`src/verilog/audio_clock_pkg.sv`:
```
/*
 * Constants, field layouts and carrier types of the audio clock
 * generator and cleaner. Assumes nothing of its surroundings.
 */
// Operation
// - Frame-sync period is 64 or 32 bit clocks
// - Master-to-bit ratio codes give 4,2,1,8
// - Cleaner source is VCO/8,/4,/2 or oscillator
// - Nonzero clean mode cleans clock, ratios 1,2,4
// - Direction bit drives pins and enables generation
// - 24-bit time stamp regenerates clock when it and the divisor are nonzero
// - 20-bit divisor used with time stamp
// - Feedback divided by two to filter_shift
// - Input FIFO fill readable at bits 5:3
// - Output FIFO fill readable at bits 2:0
`default_nettype none

package audio_clock_pkg;

  // Register offsets on the serial control bus
  localparam logic [7:0] ADDR_CTRL     = 8'h30;
  localparam logic [7:0] ADDR_CTS_LOW  = 8'h31;
  localparam logic [7:0] ADDR_CTS_MID  = 8'h32;
  localparam logic [7:0] ADDR_CTS_HIGH = 8'h33;
  localparam logic [7:0] ADDR_DIV_LOW  = 8'h34;
  localparam logic [7:0] ADDR_DIV_MID  = 8'h35;
  localparam logic [7:0] ADDR_DIV_HIGH = 8'h36;
  localparam logic [7:0] ADDR_LEVELS   = 8'h37;

  // Reset values
  localparam logic [7:0]  RESET_BYTE   = 8'h00;
  localparam logic [15:0] PERIOD_RESET = 16'h0010;

  // Field positions
  localparam int FILTER_SHIFT_LSB = 4;
  localparam int DIV_HIGH_LSB     = 0;
  localparam int INPUT_FILL_LSB   = 3;
  localparam int OUTPUT_FILL_LSB  = 0;

  // Fill counters saturate at the top of their three bits
  localparam logic [2:0] FILL_MAX = 3'h7;

  // Last bit clock period count in each frame-sync half-period
  localparam logic [5:0] HALF_FRAME_64 = 6'h1F;
  localparam logic [5:0] HALF_FRAME_32 = 6'h0F;

  // Control byte, bit 7 down to bit 0
  typedef struct packed {
    logic       frame_32;
    logic [1:0] mclk_ratio;
    logic [1:0] clean_div;
    logic [1:0] clean_mode;
    logic       master;
  } audio_ctrl_t;

  typedef struct packed {
    logic [2:0] input_fill;
    logic [2:0] output_fill;
  } cleaner_fill_t;

endpackage

`default_nettype wire

```
`src/verilog/clock_cleaner.sv`:
```
/*
 * Digital clock cleaner: tracks the spacing of raw clock events in
 * reference ticks, smooths it and replays evenly spaced events.
 * Assumes both tick inputs are single-cycle pulses on core_clk.
 */
`default_nettype none

module clock_cleaner (
  input  wire logic                          core_clk,
  input  wire logic                          reset_n,
  input  wire logic                          source_tick,
  input  wire logic                          raw_tick,
  input  wire logic [1:0]                    clean_mode,
  input  wire logic [3:0]                    filter_shift,
  output logic                               clean_tick,
  output audio_clock_pkg::cleaner_fill_t     fill
);

  logic [15:0] interval;
  logic [15:0] period;
  logic [15:0] phase;
  logic [2:0]  in_fill;
  logic [2:0]  out_fill;
  logic [15:0] next_interval;
  logic [15:0] next_period;
  logic [15:0] next_phase;
  logic [2:0]  next_in_fill;
  logic [2:0]  next_out_fill;
  logic        fire;
  logic [15:0] target;
  logic signed [16:0] error;

  // Drain one stored event per reference tick
  assign clean_tick = (clean_mode != 2'b00) && source_tick
                      && (out_fill != 3'h0);
  // One driver for the whole fill word
  assign fill = {in_fill, out_fill};

  // Higher ratios shorten the replay period
  always_comb begin
    target = period >> (clean_mode - 2'b01);
    if (target == 16'h0000) begin
      target = 16'h0001;
    end
    fire  = source_tick && (phase + 16'h0001 >= target)
            && (in_fill != 3'h0);
    error = $signed({1'b0, interval}) - $signed({1'b0, period});
  end

  // Tracking loop and the two fill counters
  always_comb begin
    next_interval = interval;
    next_period   = period;
    next_phase    = phase;
    next_in_fill  = in_fill;
    next_out_fill = out_fill;
    if (clean_mode == 2'b00) begin
      next_interval = 16'h0000;
      next_period   = audio_clock_pkg::PERIOD_RESET;
      next_phase    = 16'h0000;
      next_in_fill  = 3'h0;
      next_out_fill = 3'h0;
    end else begin
      if (raw_tick) begin
        // Shift keeps jitter out of the period estimate
        next_period   = 16'(period + 16'(error >>> filter_shift));
        next_interval = 16'h0000;
      end else if (source_tick && interval != 16'hFFFF) begin
        next_interval = 16'(interval + 16'h0001);
      end
      if (fire) begin
        next_phase = 16'h0000;
      end else if (source_tick) begin
        next_phase = 16'(phase + 16'h0001);
      end
      // Saturating levels; overflow beyond seven is dropped
      if (raw_tick && !fire && in_fill != audio_clock_pkg::FILL_MAX) begin
        next_in_fill = 3'(in_fill + 3'h1);
      end else if (fire && !raw_tick) begin
        next_in_fill = 3'(in_fill - 3'h1);
      end
      if (fire && !clean_tick
          && out_fill != audio_clock_pkg::FILL_MAX) begin
        next_out_fill = 3'(out_fill + 3'h1);
      end else if (clean_tick && !fire) begin
        next_out_fill = 3'(out_fill - 3'h1);
      end
    end
  end

  always_ff @(posedge core_clk or negedge reset_n) begin
    if (!reset_n) begin
      interval <= 16'h0000;
      period   <= audio_clock_pkg::PERIOD_RESET;
      phase    <= 16'h0000;
      in_fill  <= 3'h0;
      out_fill <= 3'h0;
    end else begin
      interval <= next_interval;
      period   <= next_period;
      phase    <= next_phase;
      in_fill  <= next_in_fill;
      out_fill <= next_out_fill;
    end
  end
endmodule // clock_cleaner

`default_nettype wire

```
`src/verilog/audio_clock_generator_cleaner.sv`:
```
/*
 * Audio clock generator and cleaner: control registers, cleaner
 * reference selection, time-stamp clock regeneration and the master,
 * bit and frame-sync clock dividers. Assumes a register port on
 * core_clk with one-cycle strobes, and VCO, oscillator and pin inputs
 * from other domains, all much slower than core_clk.
 */
`default_nettype none

module audio_clock_generator_cleaner (
  input  wire logic        core_clk,
  input  wire logic        reset_n,
  input  wire logic [7:0]  reg_addr,
  input  wire logic [7:0]  reg_wdata,
  input  wire logic        reg_write,
  input  wire logic        reg_read,
  output logic [7:0]       reg_rdata,
  output logic             reg_rdata_valid,
  input  wire logic        link_pll_vco_clock,
  input  wire logic        always_on_oscillator,
  input  wire logic        bit_clock_in,
  output logic             bit_clock_out,
  output logic             bit_clock_oe_n,
  input  wire logic        frame_sync_pin_in,
  output logic             frame_sync_pin_out,
  output logic             frame_sync_pin_oe_n,
  output logic             audio_master_clock,
  output logic             received_frame_sync
);

  audio_clock_pkg::audio_ctrl_t   ctrl;
  audio_clock_pkg::audio_ctrl_t   next_ctrl;
  audio_clock_pkg::cleaner_fill_t fill;
  audio_clock_pkg::cleaner_fill_t fill_held;
  logic [23:0] cts;
  logic [23:0] next_cts;
  logic [7:0]  div_high;
  logic [7:0]  next_div_high;
  logic [15:0] div_low;
  logic [15:0] next_div_low;
  logic [7:0]  next_rdata;
  logic [19:0] divisor;
  logic [3:0]  filter_shift;
  logic [3:0]  sync_first;
  logic [3:0]  sync_second;
  logic [3:0]  sync_prev;
  logic [3:0]  pin_edge;
  logic        vco_edge;
  logic        osc_edge;
  logic        bclk_edge;
  logic [2:0]  div_count;
  logic [2:0]  next_div_count;
  logic [2:0]  div_limit;
  logic        source_tick;
  logic [24:0] acc;
  logic [24:0] next_acc;
  logic [24:0] acc_sum;
  logic        regen_on;
  logic        regen_tick;
  logic        next_regen_tick;
  logic        raw_tick;
  logic        clean_tick;
  logic        mclk_tick;
  logic [2:0]  mclk_count;
  logic [2:0]  next_mclk_count;
  logic [2:0]  mclk_limit;
  logic [5:0]  bit_count;
  logic [5:0]  next_bit_count;
  logic [5:0]  half_frame;
  logic        next_mclk;
  logic        next_bclk;
  logic        next_fs;

  assign divisor      = {div_high[3:0], div_low};
  assign filter_shift = div_high[7:4];

  // Register writes; writes to the levels byte are ignored
  always_comb begin
    next_ctrl     = ctrl;
    next_cts      = cts;
    next_div_low  = div_low;
    next_div_high = div_high;
    if (reg_write) begin
      if (reg_addr == audio_clock_pkg::ADDR_CTRL) begin
        next_ctrl = audio_clock_pkg::audio_ctrl_t'(reg_wdata);
      end else if (reg_addr == audio_clock_pkg::ADDR_CTS_LOW) begin
        next_cts[7:0] = reg_wdata;
      end else if (reg_addr == audio_clock_pkg::ADDR_CTS_MID) begin
        next_cts[15:8] = reg_wdata;
      end else if (reg_addr == audio_clock_pkg::ADDR_CTS_HIGH) begin
        next_cts[23:16] = reg_wdata;
      end else if (reg_addr == audio_clock_pkg::ADDR_DIV_LOW) begin
        next_div_low[7:0] = reg_wdata;
      end else if (reg_addr == audio_clock_pkg::ADDR_DIV_MID) begin
        next_div_low[15:8] = reg_wdata;
      end else if (reg_addr == audio_clock_pkg::ADDR_DIV_HIGH) begin
        next_div_high = reg_wdata;
      end
    end
  end

  // Read mux; unmapped offsets and reserved bits read zero
  always_comb begin
    next_rdata = audio_clock_pkg::RESET_BYTE;
    if (reg_read) begin
      if (reg_addr == audio_clock_pkg::ADDR_CTRL) begin
        next_rdata = ctrl;
      end else if (reg_addr == audio_clock_pkg::ADDR_CTS_LOW) begin
        next_rdata = cts[7:0];
      end else if (reg_addr == audio_clock_pkg::ADDR_CTS_MID) begin
        next_rdata = cts[15:8];
      end else if (reg_addr == audio_clock_pkg::ADDR_CTS_HIGH) begin
        next_rdata = cts[23:16];
      end else if (reg_addr == audio_clock_pkg::ADDR_DIV_LOW) begin
        next_rdata = div_low[7:0];
      end else if (reg_addr == audio_clock_pkg::ADDR_DIV_MID) begin
        next_rdata = div_low[15:8];
      end else if (reg_addr == audio_clock_pkg::ADDR_DIV_HIGH) begin
        next_rdata = div_high;
      end else if (reg_addr == audio_clock_pkg::ADDR_LEVELS) begin
        next_rdata = {2'b00, fill_held};
      end
    end
  end

  always_ff @(posedge core_clk or negedge reset_n) begin
    if (!reset_n) begin
      ctrl            <= audio_clock_pkg::audio_ctrl_t'(
                           audio_clock_pkg::RESET_BYTE);
      cts             <= 24'h000000;
      div_low         <= 16'h0000;
      div_high        <= audio_clock_pkg::RESET_BYTE;
      reg_rdata       <= audio_clock_pkg::RESET_BYTE;
      reg_rdata_valid <= 1'b0;
      fill_held       <= 6'h00;
    end else begin
      ctrl            <= next_ctrl;
      cts             <= next_cts;
      div_low         <= next_div_low;
      div_high        <= next_div_high;
      reg_rdata       <= next_rdata;
      reg_rdata_valid <= reg_read;
      fill_held       <= fill;
    end
  end

  // Two-stage synchronisers; edges come from the second stage only
  for (genvar i = 0; i < 4; i++) begin : g_sync
    always_ff @(posedge core_clk or negedge reset_n) begin
      if (!reset_n) begin
        sync_first[i]  <= 1'b0;
        sync_second[i] <= 1'b0;
        sync_prev[i]   <= 1'b0;
      end else begin
        sync_first[i]  <= (i == 0) ? link_pll_vco_clock :
                          (i == 1) ? always_on_oscillator :
                          (i == 2) ? bit_clock_in : frame_sync_pin_in;
        sync_second[i] <= sync_first[i];
        sync_prev[i]   <= sync_second[i];
      end
    end
    assign pin_edge[i] = sync_second[i] && !sync_prev[i];
  end

  assign vco_edge            = pin_edge[0];
  assign osc_edge            = pin_edge[1];
  assign bclk_edge           = pin_edge[2];
  assign received_frame_sync = sync_second[3];

  // Cleaner reference: VCO divided by 8, 4, 2 or the oscillator
  always_comb begin
    case (ctrl.clean_div)
      2'b00:   div_limit = 3'h7;
      2'b01:   div_limit = 3'h3;
      default: div_limit = 3'h1;
    endcase
    if (ctrl.clean_div == 2'b11) begin
      source_tick = osc_edge;
    end else begin
      source_tick = vco_edge && (div_count == div_limit);
    end
    next_div_count = div_count;
    if (vco_edge) begin
      next_div_count = (div_count >= div_limit) ? 3'h0
                       : 3'(div_count + 3'h1);
    end
  end

  // Regeneration: VCO edges scaled by divisor over time stamp
  always_comb begin
    regen_on        = (cts != 24'h000000) && (divisor != 20'h00000);
    acc_sum         = 25'(acc + {5'h00, divisor});
    next_acc        = acc;
    next_regen_tick = 1'b0;
    if (!regen_on) begin
      next_acc = 25'h0000000;
    end else if (vco_edge) begin
      if (acc_sum >= {1'b0, cts}) begin
        next_acc        = 25'(acc_sum - {1'b0, cts});
        next_regen_tick = 1'b1;
      end else begin
        next_acc = acc_sum;
      end
    end
  end

  always_ff @(posedge core_clk or negedge reset_n) begin
    if (!reset_n) begin
      div_count  <= 3'h0;
      acc        <= 25'h0000000;
      regen_tick <= 1'b0;
    end else begin
      div_count  <= next_div_count;
      acc        <= next_acc;
      regen_tick <= next_regen_tick;
    end
  end

  // Raw event: regenerated clock, else own reference or pin
  assign raw_tick = regen_on ? regen_tick
                    : (ctrl.master ? source_tick : bclk_edge);
  assign mclk_tick = (ctrl.clean_mode != 2'b00) ? clean_tick
                     : raw_tick;

  clock_cleaner u_cleaner (
    .core_clk     (core_clk),
    .reset_n      (reset_n),
    .source_tick  (source_tick),
    .raw_tick     (raw_tick),
    .clean_mode   (ctrl.clean_mode),
    .filter_shift (filter_shift),
    .clean_tick   (clean_tick),
    .fill         (fill)
  );

  // Each master edge advances the dividers; cleared while a slave
  always_comb begin
    case (ctrl.mclk_ratio)
      2'b00:   mclk_limit = 3'h3;
      2'b01:   mclk_limit = 3'h1;
      2'b10:   mclk_limit = 3'h0;
      default: mclk_limit = 3'h7;
    endcase
    half_frame = ctrl.frame_32 ? audio_clock_pkg::HALF_FRAME_32
                 : audio_clock_pkg::HALF_FRAME_64;
    next_mclk       = audio_master_clock;
    next_bclk       = bit_clock_out;
    next_fs         = frame_sync_pin_out;
    next_mclk_count = mclk_count;
    next_bit_count  = bit_count;
    if (!ctrl.master) begin
      next_mclk       = 1'b0;
      next_bclk       = 1'b0;
      next_fs         = 1'b0;
      next_mclk_count = 3'h0;
      next_bit_count  = 6'h00;
    end else if (mclk_tick) begin
      next_mclk = !audio_master_clock;
      if (mclk_count >= mclk_limit) begin
        next_mclk_count = 3'h0;
        next_bclk       = !bit_clock_out;
        if (bit_clock_out) begin
          // Frame sync moves on falling bit clock edges
          if (bit_count >= half_frame) begin
            next_bit_count = 6'h00;
            next_fs        = !frame_sync_pin_out;
          end else begin
            next_bit_count = 6'(bit_count + 6'h01);
          end
        end
      end else begin
        next_mclk_count = 3'(mclk_count + 3'h1);
      end
    end
  end

  always_ff @(posedge core_clk or negedge reset_n) begin
    if (!reset_n) begin
      audio_master_clock <= 1'b0;
      bit_clock_out      <= 1'b0;
      frame_sync_pin_out <= 1'b0;
      mclk_count         <= 3'h0;
      bit_count          <= 6'h00;
    end else begin
      audio_master_clock <= next_mclk;
      bit_clock_out      <= next_bclk;
      frame_sync_pin_out <= next_fs;
      mclk_count         <= next_mclk_count;
      bit_count          <= next_bit_count;
    end
  end

  // Pins driven only in master mode
  assign bit_clock_oe_n      = !ctrl.master;
  assign frame_sync_pin_oe_n = !ctrl.master;
endmodule // audio_clock_generator_cleaner

`default_nettype wire

```
`config.mk`:
```
export PLATFORM = sky130hd
export DESIGN_NAME = audio_clock_generator_cleaner
export DESIGN_NICKNAME = d
export VERILOG_FILES = /design/src/verilog/audio_clock_pkg.sv /design/src/verilog/clock_cleaner.sv /design/src/verilog/audio_clock_generator_cleaner.sv
export SDC_FILE = /design/constraint.sdc
export NUM_CORES = 1
export LEC_CHECK = 0
export BUFFER_PORTS_ARGS = -buffer_cell sky130_fd_sc_hd__buf_2
export CORE_ASPECT_RATIO = 1.75
export CORE_MARGIN = 2
export CORE_UTILIZATION = 45
export DETAILED_ROUTE_END_ITERATION = 7
export GPL_ROUTABILITY_DRIVEN = 0
export SLEW_MARGIN = 20
export SYNTH_ARGS = -nofsm -noshare
export SYNTH_HDL_FRONTEND = slang
export SYNTH_SLANG_ARGS = --single-unit
```
`constraint.sdc`:
```
create_clock -name core_clk -period 11 [get_ports core_clk]
set_clock_uncertainty 0.05 [all_clocks]
set_input_delay 1.65 -clock core_clk [delete_from_list [all_inputs] [get_ports core_clk]]
set_output_delay 1.65 -clock core_clk [all_outputs]
set_load 0.005 [all_outputs]
```
==> results.ini <==
[clock_network]
cts_tree = done
cts_max_level = 4
clock_sinks = 177
cts_hold_buf = 0
clk_pin_slew_ns = 0.07
cts_buffers = 17
clockRootBuffer = clkbuf_16
clk_path_buf_depth = 2
post_cts.repair.setup_buffers = 0
cts_resized = 0
clk_latency_ns = 0.46

[final_layout]
stdcell_count = 1934
syn_to_final_growth_pct = 8.49
fin_nets = 1674
drive_above_1_share_pct = 10.2
final-seq-area_mm2 = 0.00443
diodes = 0
fill_cells = 2851
multi_input_area_mm2 = 0.00851

[timing]
tightest_slew_ns = 1.11
tns_ns = 0
slew_viol_final = 0
setup_violations = 0
period_share_pct = 57.1
fmax_ghz = 0.159
maxSlewHeadroom_pct = 25.6
fin_crit_ns = 6.28
rsz0062_at_grt = no
finalHoldViolations = 0
fin_ws_ns = 4.72

[route]
drt_first_pass_iters = 5
wl_um = 39400
drc_errors = 0
wl_per_cell_um = 20.4
ant_nets = 0
drt_iter0_drc = 703
via_per_inst = 6.04
via_count = 11700

[floorplanning]
die_area_mm2 = 0.0314
num_io_pins = 39
dieHeight_um = 233
rows = 83
initial_utilization_pct = 45.8
die_w_um = 135
coreArea_mm2 = 0.0294

[global_route]
grtUsageMet2_pct = 50.2
busiest_layer = met2
met3_usage_pct = 3.94
grt-ovfl-total = 0
met1_usage_pct = 26.2
antenna_found_initial = 0
grt_pass1_wl_um = 62900
grtUsageTotal_pct = 26.0
grt_max_degree = 103
grt_pass1_vias = 11800

[min_path]
min-delay-start = sync_first[1]
hold_path_class = reg -> reg

[critical_path]
cp.required_ns = 11.26
worstSetupStartpoint = u_cleaner.interval[0]
worstRegToRegCells = 25
startpoint_type = flip-flop
regToRegSetupSlack_ns = 4.72
critPathKind = reg -> reg
worst-path-max-fanout = 5
endpoint = u_cleaner.period[14]
r2r-start = u_cleaner.interval[0]
arrival_ns = 6.55
r2r_end = u_cleaner.period[14]
worstSetupEndpointType = flip-flop

[placement]
place_hpwl_um = 30200
dp_cells = 1902
io_buffer_count = 38
dp_worst_setup_slack_ns = 4.77

[synthesis]
synth_edf_count = 0
synth_fp_nets = 1660
syn_avg_cell_area_um2 = 8.83
yosysUniqueCellTypes = 74
synthCells = 1525
ys_seq_area_share_pct = 32.9
muxShareOfSynthArea_pct = 10.4
yosys_register_bits = 177
async_flop_share_pct = 100
synth_area_mm2 = 0.0135
synth_flop_cell = dfrtp_1
synth_compound_area_share_pct = 18.9
synth_xor_xnor_area_share_pct = 6.05
synth_top_family_by_area = compound AO/OA/AOI/OAI gates
yosysWarnings = 0
synth-adder-area-share_pct = 10.6
yosys.area_share.simple_pct = 17.0

[run]
maxCapViolCount = 0

[pwr]
power_frac_comb_pct = 34.7
power.density_mw_per_mm2 = 142
pwr-share-clk_pct = 30.2
seqPwrFrac_pct = 35.1
internal_power_w = 0.00131
netSwitchingFraction_pct = 37.0
ir_drop_mv = 0.120
leakagePower_nw = 6.55
switchingPower_w = 0.000770

[run_status]
status = finished, final reports clean

==> cell usage in the layout (no fill, tap or decap), types with 6 or more instances in the layout <==
cell type  count
xor2_1        44
mux2_2        51
nand4_1       14
nor3_1        31
or3_1          7
a31oi_1       17
nor4_1        17
xnor2_1       49
nand2b_1      14
buf_4         11
o211ai_1      10
o21bai_1       6
o21a_1        11
nand2_1      156
a21o_1        33
nand3_1       53
and4_1         8
mux2i_1       60
o221ai_1       8
buf_2         37
o31ai_1       12
a211oi_1      29
and3_1        22
a21boi_0      11
nor2_1       124
mux4_2         8
dfrtp_1      176
inv_1         85
a22oi_1        6
and2_1         8
o21ai_0      110
a22o_1        12
clkbuf_16     17
nor2b_1       12
fa_1           6
ha_1         105
a21oi_1       76
==> worst min path at each step <==
stage,slack [ns],cells past startpoint,to
floorplan,0.28,0,received_frame_sync
global route,0.32,0,sync_second[1]
finish,0.30,0,sync_second[1]
CTS,0.30,0,received_frame_sync
global placement,0.28,0,received_frame_sync
detailed placement,0.29,0,received_frame_sync
==> power by group through the flow <==
| stage | clock (W) | sequential (W) | combinational (W) |
|---|---|---|---|
| final | 0.000628 | 0.000731 | 0.000723 |
| after global routing | 0.000662 | 0.000735 | 0.000800 |
| after CTS | 0.000642 | 0.000731 | 0.000717 |
| after detailed placement | 0 | 0.000743 | 0.000713 |
| after global placement | 0 | 0.000742 | 0.000705 |
| after floorplan | 0 | 0.000723 | 0.000542 |
==> critical path: stages (launching register included) <==
cell,delay [ns]
dfrtp_1,0.40
inv_1,0.10
ha_1,0.17
inv_1,0.06
fa_1,0.42
a211oi_1,0.32
o21ai_0,0.25
and3_1,0.25
o31a_1,0.30
a211oi_1,0.24
a31oi_1,0.14
mux2i_1,0.28
nand2_1,0.12
a311oi_1,0.34
ha_1,0.25
inv_1,0.06
fa_1,0.39
nor2b_1,0.17
o21ai_0,0.11
a21boi_0,0.37
o211ai_1,0.19
a21oi_1,0.26
nor3_1,0.13
o41ai_1,0.45
or4b_2,0.20
o311ai_0,0.10
==> cell type report <==
class	count	area share (%)
clock buffers	19	3.03
clock inverters	13	0.976
inverters	89	2.29
multi-input cells	1205	58.2
flip-flops and latches	177	30.3
well taps	382	3.27
repair buffers	49	1.93
==> kinds of logic (layout without fill, tap and decap cells) <==
group / after synthesis / count (layout)
and+or+nand+nor: 487 / 487
muxes: 123 / 123
xor gates and xnor gates: 93 / 93
adders and majority gates: 111 / 111
AOI/OAI and AO/OA: 391 / 391
DFF: 177 / 177
buffers and inverters: 143 / 170
==> Yosys cell counts (4+ instances only) <==
cell type    n  area, µm²
a21oi_1     76        380
nor2b_1     13       81.3
or2_2        5       31.3
a21boi_0    11       82.6
o22ai_1      5       31.3
clkbuf_1    44        165
and4_1       8       70.1
dfrtp_1    176       4400
xnor2_1     49        429
a21o_1      33        248
o21ai_0    110        551
nand3_1     53        265
inv_1       85        319
fa_1         6        120
xor2_1      44        385
mux2_2      51        574
o221ai_1     8       70.1
or4_1        4       30.0
a211oi_1    29        218
clkinv_1     4       15.0
o211ai_1    10       75.1
ha_1       105       1310
nand4_1     14       87.6
nor3_1      31        155
nand2_1    156        586
buf_1        4       15.0
and2_1       8       50.1
nor4_1      17        106
a311oi_1     5       43.8
o21bai_1     6       45.0
a22o_1      12        105
nor2_1     125        469
mux2i_1     61        611
o31a_1       4       35.0
a2111oi_0    4       35.0
and3_1      22        138
a22oi_1      6       45.0
mux4_2       8        180
o21a_1      11       82.6
o31ai_1     12       90.1
nand2b_1    14       87.6
or3_1        7       43.8
a31oi_1     17        106
a221oi_1     4       35.0
==> through the flow <==
step | total power [W] | area (µm²) | utilization, % | hold WS (ns)
final | 0.00208 | 14600 | 49.7 | 0.301
after global routing | 0.00220 | 14600 | 49.7 | 0.316
after CTS | 0.00209 | 14600 | 49.7 | 0.304
after detailed placement | 0.00146 | 14000 | 47.7 | 0.287
after global placement | 0.00145 | 14000 | 47.7 | 0.283
after floorplan | 0.00126 | 13500 | - | 0.281
==> state kept, by name (all words and copies together) (netlist names), 3 cells and up <==
| signal | flops |
|---|---|
| mclk_count | 3 |
| sync_second | 3 |
| u_cleaner.interval | 16 |
| div_low | 16 |
| fill_held | 6 |
| acc | 25 |
| div_high | 8 |
| u_cleaner.period | 16 |
| cts | 24 |
| bit_count | 6 |
| reg_rdata | 8 |
| sync_prev | 3 |
| ctrl | 8 |
| div_count | 3 |
| u_cleaner.out_fill | 3 |
| u_cleaner.phase | 16 |
| u_cleaner.in_fill | 3 |
| sync_first | 4 |
==> layer usage <==
| layer | share of wire (%) | wire [µm] |
|---|---|---|
| met1 | 36 | 14200 |
| met2 | 55 | 21700 |
| met3 | 3.5 | 1390 |
| met4 | 5.3 | 2100 |
| met5 | 0 | 0 |
No activity file was read; power rests on OpenSTA's default activity.
